## src/iybcs_map.svh

```systemverilog
/*
 * Constants for the Y-indexed bus cycle sequencer.
 * Assumes a 16-bit address bus and an 8-bit data bus.
 */
`ifndef IYBCS_MAP_SVH
`define IYBCS_MAP_SVH

// Fixed bytes and addresses
`define IYBCS_PREFIX_Y      8'h18
`define IYBCS_OP2_JUMP      8'h6e
`define IYBCS_OP2_TEST      8'h6d
`define IYBCS_OP2_CALL      8'had
`define IYBCS_DUMMY_ADDR    16'hffff

// Cycle counts per instruction group
`define IYBCS_CYC_JUMP      4'h4
`define IYBCS_CYC_ACC_READ  4'h5
`define IYBCS_CYC_RMW       4'h7
`define IYBCS_CYC_TEST      4'h7
`define IYBCS_CYC_ACC_STORE 4'h5
`define IYBCS_CYC_LOAD16    4'h6
`define IYBCS_CYC_STORE16   4'h6
`define IYBCS_CYC_ARITH16   4'h7
`define IYBCS_CYC_CALL      4'h7
`define IYBCS_CYC_BIT_MEM   4'h8
`define IYBCS_CYC_BRANCH    4'h8

`endif

```

## src/iybcs_pkg.sv

```systemverilog
/*
 * Types for the Y-indexed bus cycle sequencer.
 * Assumes nothing beyond the constants header.
 */
package iybcs_pkg;

    // Instruction groups sharing one cycle pattern
    typedef enum logic [3:0] {
        G_JUMP, G_ACC_READ, G_RMW, G_TEST, G_ACC_STORE, G_LOAD16,
        G_STORE16, G_ARITH16, G_CALL, G_BIT_MEM, G_BRANCH_BITS
    } iybcs_group_t;

    // Address source of a bus cycle
    typedef enum logic [3:0] {
        A_OPC, A_OPC1, A_OPC2, A_OPC3, A_OPC4, A_DUMMY,
        A_EFF, A_EFF1, A_SP, A_SPM1
    } iybcs_asel_t;

    // Meaning of the data byte of a bus cycle
    typedef enum logic [3:0] {
        K_PREFIX, K_OPCODE2, K_OFFSET, K_DUMMY, K_OPERAND, K_OPERAND_HI,
        K_OPERAND_LO, K_RESULT, K_ACC, K_REG_HI, K_REG_LO, K_SUB_OPCODE,
        K_RET_LO, K_RET_HI, K_MASK, K_BR_OFFSET
    } iybcs_kind_t;

    typedef enum logic {
        P_IDLE, P_RUN
    } iybcs_phase_t;

    // One line of the cycle table
    typedef struct packed {
        iybcs_asel_t asel;
        logic        rw;
        iybcs_kind_t kind;
    } iybcs_plan_t;

endpackage

```

## src/iybcs_addr_gen.sv

```systemverilog
/*
 * Address generator: turns an address source into a bus address.
 * Assumes the operands are stable for the cycle in which they are used.
 */
`timescale 1ns/1ps
`include "iybcs_map.svh"

module iybcs_addr_gen
(
    // Selection
    input  wire iybcs_pkg::iybcs_asel_t asel,
    // Address operands
    input  wire logic [15:0]            opc,
    input  wire logic [15:0]            eff,
    input  wire logic [15:0]            sp,
    // Result
    output logic [15:0]                 addr
);
    import iybcs_pkg::*;

    // Source mux with small offsets
    always_comb
    begin
        unique case (asel)
            A_OPC:   addr = opc;
            A_OPC1:  addr = opc + 16'h0001;
            A_OPC2:  addr = opc + 16'h0002;
            A_OPC3:  addr = opc + 16'h0003;
            A_OPC4:  addr = opc + 16'h0004;
            A_EFF:   addr = eff;
            A_EFF1:  addr = eff + 16'h0001;
            A_SP:    addr = sp;
            A_SPM1:  addr = sp - 16'h0001;
            default: addr = `IYBCS_DUMMY_ADDR;
        endcase
    end
endmodule

```

## src/iybcs_sequencer.sv

```systemverilog
/*
 * Y-indexed bus cycle sequencer: one bus cycle per clock for each
 * Y-indexed instruction group, driving address, read/write and data.
 * Assumes the core holds its request inputs while busy and presents
 * the result byte before the edge that opens a result write.
 */
// Summary of operation
// (RL1) Cycle 1 reads prefix at opcode address, cycle 2 second opcode at plus one.
// (RL2) Cycle 3 reads offset at plus two; cycle 4 dummy-reads all-ones.
// (RL3) Jump takes four cycles, second byte fixed, ends with the dummy read.
// (RL4) Accumulator reads take five cycles, operand read at Y plus offset.
// (RL5) Read-modify-write: read, dummy read, write result; seven cycles.
// (RL6) Test takes seven cycles: operand read, two dummy reads, no write.
// (RL7) Accumulator stores take five cycles, writing accumulator at Y plus offset.
// (RL8) 16-bit loads take six cycles, high byte then low at plus one.
// (RL9) 16-bit stores take six cycles, writing high then low byte.
// (RL10) 16-bit arithmetic takes seven cycles, ends with a dummy read.
// (RL11) Subroutine call takes seven cycles; cycle five reads the target opcode.
// (RL12) Call writes return low at stack pointer, high at stack pointer minus one.
// (RL13) Memory bit set/clear: read, mask at plus three, dummy, write; eight cycles.
// (RL14) Branch on bits: read, mask, branch offset, dummy read; eight cycles.
`timescale 1ns/1ps
`include "iybcs_map.svh"

module iybcs_sequencer
#(
    parameter int ADDR_W = 16,
    parameter int DATA_W = 8
)
(
    // Clock and reset
    input  wire logic                    core_clk,
    input  wire logic                    srst,
    // Core request
    input  wire logic                    start,
    input  wire iybcs_pkg::iybcs_group_t group,
    input  wire logic [ADDR_W-1:0]       opcode_addr,
    input  wire logic [ADDR_W-1:0]       y_index_register,
    input  wire logic [ADDR_W-1:0]       stack_ptr,
    input  wire logic [DATA_W-1:0]       acc_byte,
    input  wire logic [2*DATA_W-1:0]     reg_word,
    input  wire logic [ADDR_W-1:0]       return_addr,
    input  wire logic [DATA_W-1:0]       result_byte,
    // Core status
    output logic                         ready,
    output logic                         busy,
    output logic                         done,
    output logic [3:0]                   cycle_num,
    output logic                         opcode2_err,
    output logic                         rd_valid,
    output iybcs_pkg::iybcs_kind_t       rd_kind,
    output logic [DATA_W-1:0]            rd_data,
    output logic [ADDR_W-1:0]            eff_addr,
    // Address/data bus
    output logic [ADDR_W-1:0]            bus_addr,
    output logic                         bus_rw,
    output logic [DATA_W-1:0]            bus_dout,
    output logic                         bus_dout_en,
    output iybcs_pkg::iybcs_kind_t       bus_kind,
    input  wire logic [DATA_W-1:0]       bus_din
);
    import iybcs_pkg::*;

    // Widths the logic is built for
    if (ADDR_W != 16 || DATA_W != 8)
    begin : g_width_check
        $error("iybcs_sequencer supports only a 16-bit address and 8-bit data");
    end

    ////////////////////////////////////////////////////////////////////////////
    // Cycle table

    // Number of bus cycles of a group
    function automatic logic [3:0] cycle_count(input iybcs_group_t g);
        unique case (g)
            G_JUMP:        cycle_count = `IYBCS_CYC_JUMP;
            G_ACC_READ:    cycle_count = `IYBCS_CYC_ACC_READ;
            G_RMW:         cycle_count = `IYBCS_CYC_RMW;
            G_TEST:        cycle_count = `IYBCS_CYC_TEST;
            G_ACC_STORE:   cycle_count = `IYBCS_CYC_ACC_STORE;
            G_LOAD16:      cycle_count = `IYBCS_CYC_LOAD16;
            G_STORE16:     cycle_count = `IYBCS_CYC_STORE16;
            G_ARITH16:     cycle_count = `IYBCS_CYC_ARITH16;
            G_CALL:        cycle_count = `IYBCS_CYC_CALL;
            G_BIT_MEM:     cycle_count = `IYBCS_CYC_BIT_MEM;
            G_BRANCH_BITS: cycle_count = `IYBCS_CYC_BRANCH;
            default:       cycle_count = `IYBCS_CYC_JUMP;
        endcase
    endfunction

    // Address source, direction and data meaning of cycle n of group g
    function automatic iybcs_plan_t cycle_plan(input iybcs_group_t g, input logic [3:0] n);
        iybcs_plan_t p;
        p = '{A_DUMMY, 1'b1, K_DUMMY};
        unique case (n)
            4'h1: p = '{A_OPC, 1'b1, K_PREFIX};                             // [RL1]
            4'h2: p = '{A_OPC1, 1'b1, K_OPCODE2};                           // [RL1]
            4'h3: p = '{A_OPC2, 1'b1, K_OFFSET};                            // [RL2]
            4'h4: p = '{A_DUMMY, 1'b1, K_DUMMY};                            // [RL2] [RL3]
            4'h5:
            begin
                unique case (g)
                    G_ACC_STORE: p = '{A_EFF, 1'b0, K_ACC};                 // [RL7]
                    G_LOAD16,
                    G_ARITH16:   p = '{A_EFF, 1'b1, K_OPERAND_HI};          // [RL8] [RL10]
                    G_STORE16:   p = '{A_EFF, 1'b0, K_REG_HI};              // [RL9]
                    G_CALL:      p = '{A_EFF, 1'b1, K_SUB_OPCODE};          // [RL11]
                    default:     p = '{A_EFF, 1'b1, K_OPERAND};             // [RL4] [RL5] [RL6]
                endcase
            end
            4'h6:
            begin
                unique case (g)
                    G_LOAD16,
                    G_ARITH16:     p = '{A_EFF1, 1'b1, K_OPERAND_LO};       // [RL8] [RL10]
                    G_STORE16:     p = '{A_EFF1, 1'b0, K_REG_LO};           // [RL9]
                    G_CALL:        p = '{A_SP, 1'b0, K_RET_LO};             // [RL12]
                    G_BIT_MEM,
                    G_BRANCH_BITS: p = '{A_OPC3, 1'b1, K_MASK};             // [RL13] [RL14]
                    default:       p = '{A_DUMMY, 1'b1, K_DUMMY};           // [RL5] [RL6]
                endcase
            end
            4'h7:
            begin
                unique case (g)
                    G_RMW:         p = '{A_EFF, 1'b0, K_RESULT};            // [RL5]
                    G_CALL:        p = '{A_SPM1, 1'b0, K_RET_HI};           // [RL12]
                    G_BRANCH_BITS: p = '{A_OPC4, 1'b1, K_BR_OFFSET};        // [RL14]
                    default:       p = '{A_DUMMY, 1'b1, K_DUMMY};           // [RL6] [RL10] [RL13]
                endcase
            end
            4'h8:
            begin
                if (g == G_BIT_MEM)
                    p = '{A_EFF, 1'b0, K_RESULT};                           // [RL13]
                else
                    p = '{A_DUMMY, 1'b1, K_DUMMY};                          // [RL14]
            end
            default: p = '{A_DUMMY, 1'b1, K_DUMMY};
        endcase
        return p;
    endfunction

    ////////////////////////////////////////////////////////////////////////////
    // State

    typedef struct packed {
        iybcs_phase_t phase;
        iybcs_group_t group;
        logic [3:0]   cyc;
        logic [15:0]  opc;
        logic [15:0]  yreg;
        logic [15:0]  eff;
        logic [15:0]  sp;
        logic [7:0]   acc;
        logic [15:0]  regw;
        logic [15:0]  ret;
        logic [15:0]  addr;
        logic         rw;
        logic [7:0]   dout;
        logic         dout_en;
        iybcs_kind_t  kind;
        logic         done;
        logic         err;
        logic         rd_valid;
        iybcs_kind_t  rd_kind;
        logic [7:0]   rd_data;
    } iybcs_state_t;

    iybcs_state_t s;
    iybcs_state_t next_s;
    iybcs_plan_t  next_plan;
    logic [3:0]   next_cyc;
    logic [15:0]  next_addr;
    logic [15:0]  gen_opc;
    logic [15:0]  gen_eff;
    logic [15:0]  gen_sp;
    logic         take;

    assign take     = start && (s.phase == P_IDLE);
    assign next_cyc = take ? 4'h1 : s.cyc + 4'h1;
    assign gen_opc  = take ? opcode_addr : s.opc;
    assign gen_eff  = s.eff;
    assign gen_sp   = take ? stack_ptr : s.sp;

    always_comb
    begin
        next_plan = cycle_plan(take ? group : s.group, next_cyc);
    end

    // Address of the coming bus cycle
    iybcs_addr_gen u_addr_gen
    (
        .asel (next_plan.asel),
        .opc  (gen_opc),
        .eff  (gen_eff),
        .sp   (gen_sp),
        .addr (next_addr)
    );

    // Sequencing of bus cycles and capture of read bytes
    always_comb
    begin
        next_s          = s;
        next_s.rd_valid = 1'b0;
        next_s.done     = 1'b0;
        if (s.phase == P_RUN && s.rw)
        begin
            next_s.rd_valid = 1'b1;
            next_s.rd_kind  = s.kind;
            next_s.rd_data  = bus_din;
            if (s.kind == K_OFFSET)
                next_s.eff = s.yreg + {8'h00, bus_din};                     // [RL4]
            if (s.kind == K_OPCODE2)
            begin
                unique case (s.group)
                    G_JUMP: next_s.err = (bus_din != `IYBCS_OP2_JUMP);      // [RL3]
                    G_TEST: next_s.err = (bus_din != `IYBCS_OP2_TEST);      // [RL6]
                    G_CALL: next_s.err = (bus_din != `IYBCS_OP2_CALL);      // [RL11]
                    default: next_s.err = 1'b0;
                endcase
            end
        end
        if (take)
        begin
            next_s.phase = P_RUN;
            next_s.group = group;
            next_s.opc   = opcode_addr;
            next_s.yreg  = y_index_register;
            next_s.sp    = stack_ptr;
            next_s.acc   = acc_byte;
            next_s.regw  = reg_word;
            next_s.ret   = return_addr;
            next_s.err   = 1'b0;
        end
        else if (s.phase == P_RUN && s.done)
            next_s.phase = P_IDLE;
        if (next_s.phase == P_RUN)
        begin
            next_s.cyc     = next_cyc;
            next_s.addr    = next_addr;
            next_s.rw      = next_plan.rw;
            next_s.kind    = next_plan.kind;
            next_s.dout_en = !next_plan.rw;
            next_s.done    = (next_cyc == cycle_count(next_s.group));
            unique case (next_plan.kind)
                K_ACC:    next_s.dout = next_s.acc;                         // [RL7]
                K_RESULT: next_s.dout = result_byte;                        // [RL5] [RL13]
                K_REG_HI: next_s.dout = next_s.regw[15:8];                  // [RL9]
                K_REG_LO: next_s.dout = next_s.regw[7:0];                   // [RL9]
                K_RET_LO: next_s.dout = next_s.ret[7:0];                    // [RL12]
                K_RET_HI: next_s.dout = next_s.ret[15:8];                   // [RL12]
                default:  next_s.dout = 8'h00;
            endcase
        end
        else
        begin
            next_s.cyc     = 4'h0;
            next_s.addr    = `IYBCS_DUMMY_ADDR;
            next_s.rw      = 1'b1;
            next_s.dout    = 8'h00;
            next_s.dout_en = 1'b0;
            next_s.kind    = K_DUMMY;
        end
    end

    // State register
    always_ff @(posedge core_clk)
    begin
        if (srst)
        begin
            s      <= '0;
            s.addr <= `IYBCS_DUMMY_ADDR;
            s.rw   <= 1'b1;
            s.kind <= K_DUMMY;
        end
        else
            s <= next_s;
    end

    ////////////////////////////////////////////////////////////////////////////
    // Outputs

    assign ready       = (s.phase == P_IDLE);
    assign busy        = (s.phase == P_RUN);
    assign done        = s.done;
    assign cycle_num   = s.cyc;
    assign opcode2_err = s.err;
    assign rd_valid    = s.rd_valid;
    assign rd_kind     = s.rd_kind;
    assign rd_data     = s.rd_data;
    assign eff_addr    = s.eff;
    assign bus_addr    = s.addr;
    assign bus_rw      = s.rw;
    assign bus_dout    = s.dout;
    assign bus_dout_en = s.dout_en;
    assign bus_kind    = s.kind;
endmodule

```

## config.mk

```make
export PLATFORM = sky130hd
export DESIGN_NAME = iybcs_sequencer
export DESIGN_NICKNAME = d
export VERILOG_FILES = /design/src/iybcs_pkg.sv /design/src/iybcs_addr_gen.sv /design/src/iybcs_sequencer.sv
export VERILOG_INCLUDE_DIRS = /design/src
export SDC_FILE = /design/constraint.sdc
export NUM_CORES = 1
export LEC_CHECK = 0
export BUFFER_PORTS_ARGS = -buffer_cell sky130_fd_sc_hd__buf_2
export CORE_MARGIN = 10
export CORE_UTILIZATION = 50
export DETAILED_ROUTE_END_ITERATION = 7
export PLACE_DENSITY_LB_ADDON = 0.15
export SYNTH_ARGS = -nofsm -noshare
export SYNTH_HDL_FRONTEND = slang
export SYNTH_HIERARCHICAL = 1
export SYNTH_SLANG_ARGS = --single-unit
```

## constraint.sdc

```tcl
create_clock -name core_clk -period 6.7 [get_ports core_clk]
set_input_delay 0.67 -clock core_clk [delete_from_list [all_inputs] [get_ports core_clk]]
set_output_delay 0.67 -clock core_clk [all_outputs]
set_load 0.02 [all_outputs]
```

**Yosys cells after proc, flatten, opt, wreduce, memory -nomap -nowiden**

Memories as Yosys holds them, arrays and structs flattened.
Cells that the tools add are included.

- Word-level logic and storage cells: 97
- Memory bits (read-only): 64
- Memories kept: 1
- Bits of input ports: 111
- Output and inout port bits: 67
- Flip-flop bits (word level): 158

- Eq/ne operators: 37
- Muxes and demuxes: 17
- Reductions and logical operators: 12
- $add $sub $neg: 8
- Bitwise operators: 2

Memories:

| name | depth | bits a word | rd ports | clocked after memory_dff | wr ports | RTL line | text |
|---|---|---|---|---|---|---|---|
| (name not given) | 16 | 4 | 1 | 0 | 0 | iybcs_sequencer.sv:75 | `unique case (g)` |

Operators by type and width:

| operator | count |
|---|---|
| case mux 16 bit (9 select lines) | 1 |
| case mux 9 bit (7 select lines) | 1 |
| equality test 4 bit (second input constant) | 12 |
| case mux 8 bit (6 select lines) | 1 |
| equality test 4 x 3 -> 1 bit (second input constant) | 11 |
| two-way mux 40 bit | 1 |
| case mux 9 bit (4 select lines) | 1 |
| adder 16 x 1 -> 16 bit (second input constant) | 2 |
| adder 16 x 2 -> 16 bit (second input constant) | 2 |
| two-way mux 16 bit | 2 |
| equality test 4 x 2 -> 1 bit (second input constant) | 7 |
| case mux 9 bit (3 select lines) | 1 |
| case mux 5 bit (4 select lines) | 1 |
| adder 16 x 3 -> 16 bit (second input constant) | 1 |
| adder 16 x 8 -> 16 bit | 1 |
| != test 8 x 7 -> 1 bit (second input constant) | 2 |
| subtractor 16 x 1 -> 16 bit (second input constant) | 1 |
| two-way mux 13 bit | 1 |
| equality test 4 x 1 -> 1 bit (second input constant) | 3 |
| two-way mux 4 bit | 3 |
| logical NOT 4 bit | 2 |
| != test 8 bit (second input constant) | 1 |
| OR reduction 2 bit | 4 |
| two-way mux 7 bit | 1 |
| 8 further kinds | 13 |

**Longest topological paths before layout**

- Word-level depth: 9
- Gate-level depth with buffers: 26
- Mapped depth without buffers: 18

**Cells and area by module**

Netlist, hierarchy kept.

Modules (own cells, without submodules):

| module | cells an instance | times used | seq. area each (µm²) | area an instance (µm²) |
|---|---|---|---|---|
| iybcs_sequencer | 946 | 1 | 3163.0 | 7522.2 |
| iybcs_addr_gen | 433 | 1 | 0.0 | 2638.8 |

**Worst setup path before layout**

Ideal clock, no wire load.

- Kind: input -> register
- Start point: input start
- End point: register s (netlist bit bus_addr[8])
- Setup slack: 1153 ps
- Stages: 25
- Required time: 6575 ps
- Path buffers: 9
- Library setup time: 125 ps
- Arrival: 5422 ps
- Path through: nand2b_1 > buf_2 > buf_2 > buf_1 > buf_1 > clkbuf_1 > mux2i_1 > ha_1 > buf_1 > nand2_1 > o21ai_1 > a211o_1 > and4b_1 > buf_2 > buf_2 > nand2_1 > o21ai_0 > ha_1 > clkbuf_1 > nand2_1 > o31ai_1 > a21oi_1 > nor4_1 > o21ai_0 > nand2b_1

RTL lines:

| element | RTL line | text |
|---|---|---|
| from (decl) | iybcs_sequencer.sv:35 | `input wire logic start,` |
| to (signal assigned) | iybcs_sequencer.sv:278 | `s <= next_s;` |
| to (decl) | iybcs_sequencer.sv:170 | `iybcs_state_t s;` |

==> flow_metrics.env <==
export IMPL_cts_clk_slew_worst_paths_ns=0.07
export IMPL_setup_tns_ns=0
export IMPL_cts_sinks=158
export IMPL_drcViolationCount=0
export IMPL_fp_dieH_um=163
export IMPL_cts_htree_levels=4
export IMPL_worst_pin_slew_ns=0.875
export IMPL_ys_seq_elements=158
export IMPL_cts_buffers=17
export IMPL_p_switching_uw=907
export IMPL_io_buffers=177
export IMPL_busiest_layer="met2"
export IMPL_ctsRootBufferMaster="clkbuf_16"
export IMPL_hold_end="s[75]"
export IMPL_fp_dieW_um=163
export IMPL_grt_max_degree=79
export IMPL_grt_pass1_wl_um=52500
export IMPL_r2r_start="busy"
export IMPL_drt_iter0_markers=1098
export IMPL_postSynth_asyncResetShare_pct=0
export IMPL_hold_depth=2
export IMPL_rsz0062_at_grt="false"
export IMPL_cts_hold_repair_buffers=0
export IMPL_drv_slew=0
export IMPL_cpPeakStageDelay_ns=0.53
export IMPL_avgViaCountPerCell=5.86
export IMPL_fin_skew_ns=0.0129
export IMPL_reg2regPathDepth=19
export IMPL_p_int_mw=1.71
export IMPL_wl_per_cell_um=19.5
export IMPL_ff2ff_setup_slack_ns=1.51
export IMPL_drive_above_1_share_pct=17.5
export IMPL_synth_nets=1511
export IMPL_hold_path_class="flop to flop"
export IMPL_drtPass1Iterations=6
export IMPL_io_pins=178
export IMPL_cts_setup_buffers=0
export IMPL_powerDensity_nw_per_um2=233
export IMPL_drt_total_wl_um=33400
export IMPL_seq_area_frac_synth_pct=31.1
export IMPL_vdd_drop_max_mv=0.153
export IMPL_grt_pass1_vias=9552
export IMPL_rows=52
export IMPL_vias=10000
export IMPL_dieArea_sq_um=26400
export IMPL_p_comb_share_pct=22.6
export IMPL_antenna_found_initial=0
export IMPL_worstPathMaxFanout=38
export IMPL_max_cap_violations=0
export IMPL_post_dp_hpwl_um=24900
export IMPL_outcome="completed"
export IMPL_grt_overflow=0
export IMPL_relSlewSlack_pct=40.0
export IMPL_use_met1_pct=32.7
export IMPL_finalSetupViolations=0
export IMPL_power_total_mw=2.62
export IMPL_synth_avg_cell_area_sq_um=7.37
export IMPL_fin_crit_ns=5.19
export IMPL_most_common_layout_cells="nand2_1 (287), a21oi_1 (181), buf_2 (176), dfxtp_1 (158), nor2_1 (69)"
export IMPL_hold_viol_final=0
export IMPL_gp_congestion=1.02
export IMPL_syn_area_sq_um=10200
export IMPL_clock_latency_ns=0.44
export IMPL_synthFlopType="dfxtp_1"
export IMPL_cp_required_ns=7.07
export IMPL_area_growth_pct=10.7
export IMPL_startpoint_type="flop"
export IMPL_mostFrequentLayoutCell="nand2_1"
export IMPL_initial_core_util_pct=50.5
export IMPL_path_cells="nor2b_4, mux2i_1, inv_1, ha_1, nor2_1, nand3_1, a2bb2oi_1, o211ai_1, buf_4, and4b_1, buf_4, o21ai_0, ha_1, nand2_1, or4_1, a21oi_1, nor4_1, o21ai_0, nand2b_1"
export IMPL_clkPwrFrac_pct=37.9
export IMPL_crit_path_end_kind="flop"
export IMPL_synth_cell_types=84
export IMPL_crit_arrival_ns=5.57
export IMPL_fmax_mhz=193
export IMPL_diodes=0
export IMPL_worst_slack_ns=1.51
export IMPL_total_leakage_power_nw=4.59
export IMPL_dp_slack_ns=1.19
export IMPL_syn_instance_count=1379
export IMPL_p_sw_share_pct=34.6
export IMPL_ant_nets=0
export IMPL_core_area_sq_um=20100
export IMPL_cpMaxStageDelayCell="mux2i_1"
export IMPL_postPlaceCellArea_sq_um=10600
export IMPL_yosysWarnings=6
export IMPL_holdCritStartpoint="s[75]"
export IMPL_gr_usage_met3_pct=6.65
export IMPL_reg2reg_to="bus_addr[8]"
export IMPL_fin_area_sq_um=11200
export IMPL_post_cts_resized=0
export IMPL_synth_edf_count=0
export IMPL_finalCritPeriodShare_pct=77.5
export IMPL_cts_tree="built"
export IMPL_worstSetupPathType="flop to flop"
export IMPL_final_nets=1564
export IMPL_cts_buffer_depth=2
export IMPL_use_met2_pct=37.2
export IMPL_grtUsageTotal_pct=24.5
export IMPL_p_seq_share_pct=39.5
==> final cells by class <==
type | instances | area (sq um)
Clock buffer | 17 | 425
Sequential cell | 158 | 3160
Timing Repair Buffer | 190 | 986
Fill cell | 1988 | 8860
Multi-Input combinational cell | 1030 | 6010
Tap cell | 270 | 338
Clock inverter | 15 | 189
Inverter | 35 | 131
==> synthesized netlist by cell type (12+ instances only) <==
library cell	number	area share, %
nand2_1	287	11
a21oi_1	181	8.9
dfxtp_1	158	31
nor2_1	69	2.5
buf_4	65	4.8
clkbuf_1	60	2.2
o21ai_0	58	2.9
mux2i_1	43	4.2
inv_1	33	1.2
nand3_1	28	1.4
nor3_1	26	1.3
nand2b_1	23	1.4
buf_2	22	1.1
nor4_1	21	1.3
xnor2_1	21	1.8
ha_1	20	2.5
o211ai_1	16	1.2
nand4_1	14	0.86
a31oi_1	13	0.80
xor2_1	13	1.1
o221ai_1	12	1.0
o31a_1	12	1.0
==> kinds of logic after synthesis <==
logic type      after synthesis  synth area share, %
compound gates              380                 22.9
buf+inv                     191                 9.88
mux                          45                 4.57
flops                       158                 31.1
simple gates                548                 25.6
fa+ha+maj                    21                 2.66
xor+xnor                     36                 3.32
==> routing by layer <==
metal | up-vias | part of all wire (%)
met5 | - | 0
met4 | 0 | 2.4
met3 | 67 | 9.0
met2 | 448 | 45
met1 | 4610 | 44
li1 | 4922 | -
==> sequential cells by signal, indices dropped and copies added (netlist names) <==
register,count
eff_addr,16
rd_valid,1
bus_addr,16
bus_dout,8
opcode2_err,1
cycle_num,4
s,92
rd_data,8
done,1
bus_rw,1
busy,1
rd_kind,4
bus_kind,4
bus_dout_en,1
==> worst max path at each step <==
stage / startpoint / to / cells after the start
after floorplan: start / bus_addr[8] / 25
after global placement: start / bus_addr[8] / 20
after detailed placement: start / bus_addr[8] / 20
after CTS: busy / bus_addr[8] / 19
after global routing: busy / bus_addr[8] / 19
final: busy / bus_addr[8] / 19
==> power by group through the flow <==
stage          Sequential, mW  Combinational, mW  Clock, mW
2_1_floorplan            1.04              0.445          0
3_3_place_gp             1.05              0.583          0
3_5_place_dp             1.05              0.582          0
4_1_cts                  1.03              0.584       1.01
5_1_grt                  1.04              0.652       1.05
6_report                 1.03              0.592      0.991
==> critical path: cells and delay by family, from the launching register on <==
kind / cells / cell delay (ns)
mux: 1 / 0.53
flops: 1 / 0.41
simple gates: 8 / 1.84
compound gates: 5 / 0.94
fa+ha+maj: 2 / 0.77
buf+inv: 3 / 0.62
==> per-stage QoR <==
stage	hold WS (ns)	cells	util [%]
2_1_floorplan	0.432	1379	-
3_3_place_gp	0.439	1683	52.9
3_5_place_dp	0.444	1683	52.9
4_1_cts	0.439	1715	55.9
5_1_grt	0.442	1715	55.9
6_report	0.454	1715	55.9
No activity file was read; power rests on OpenSTA's default activity.
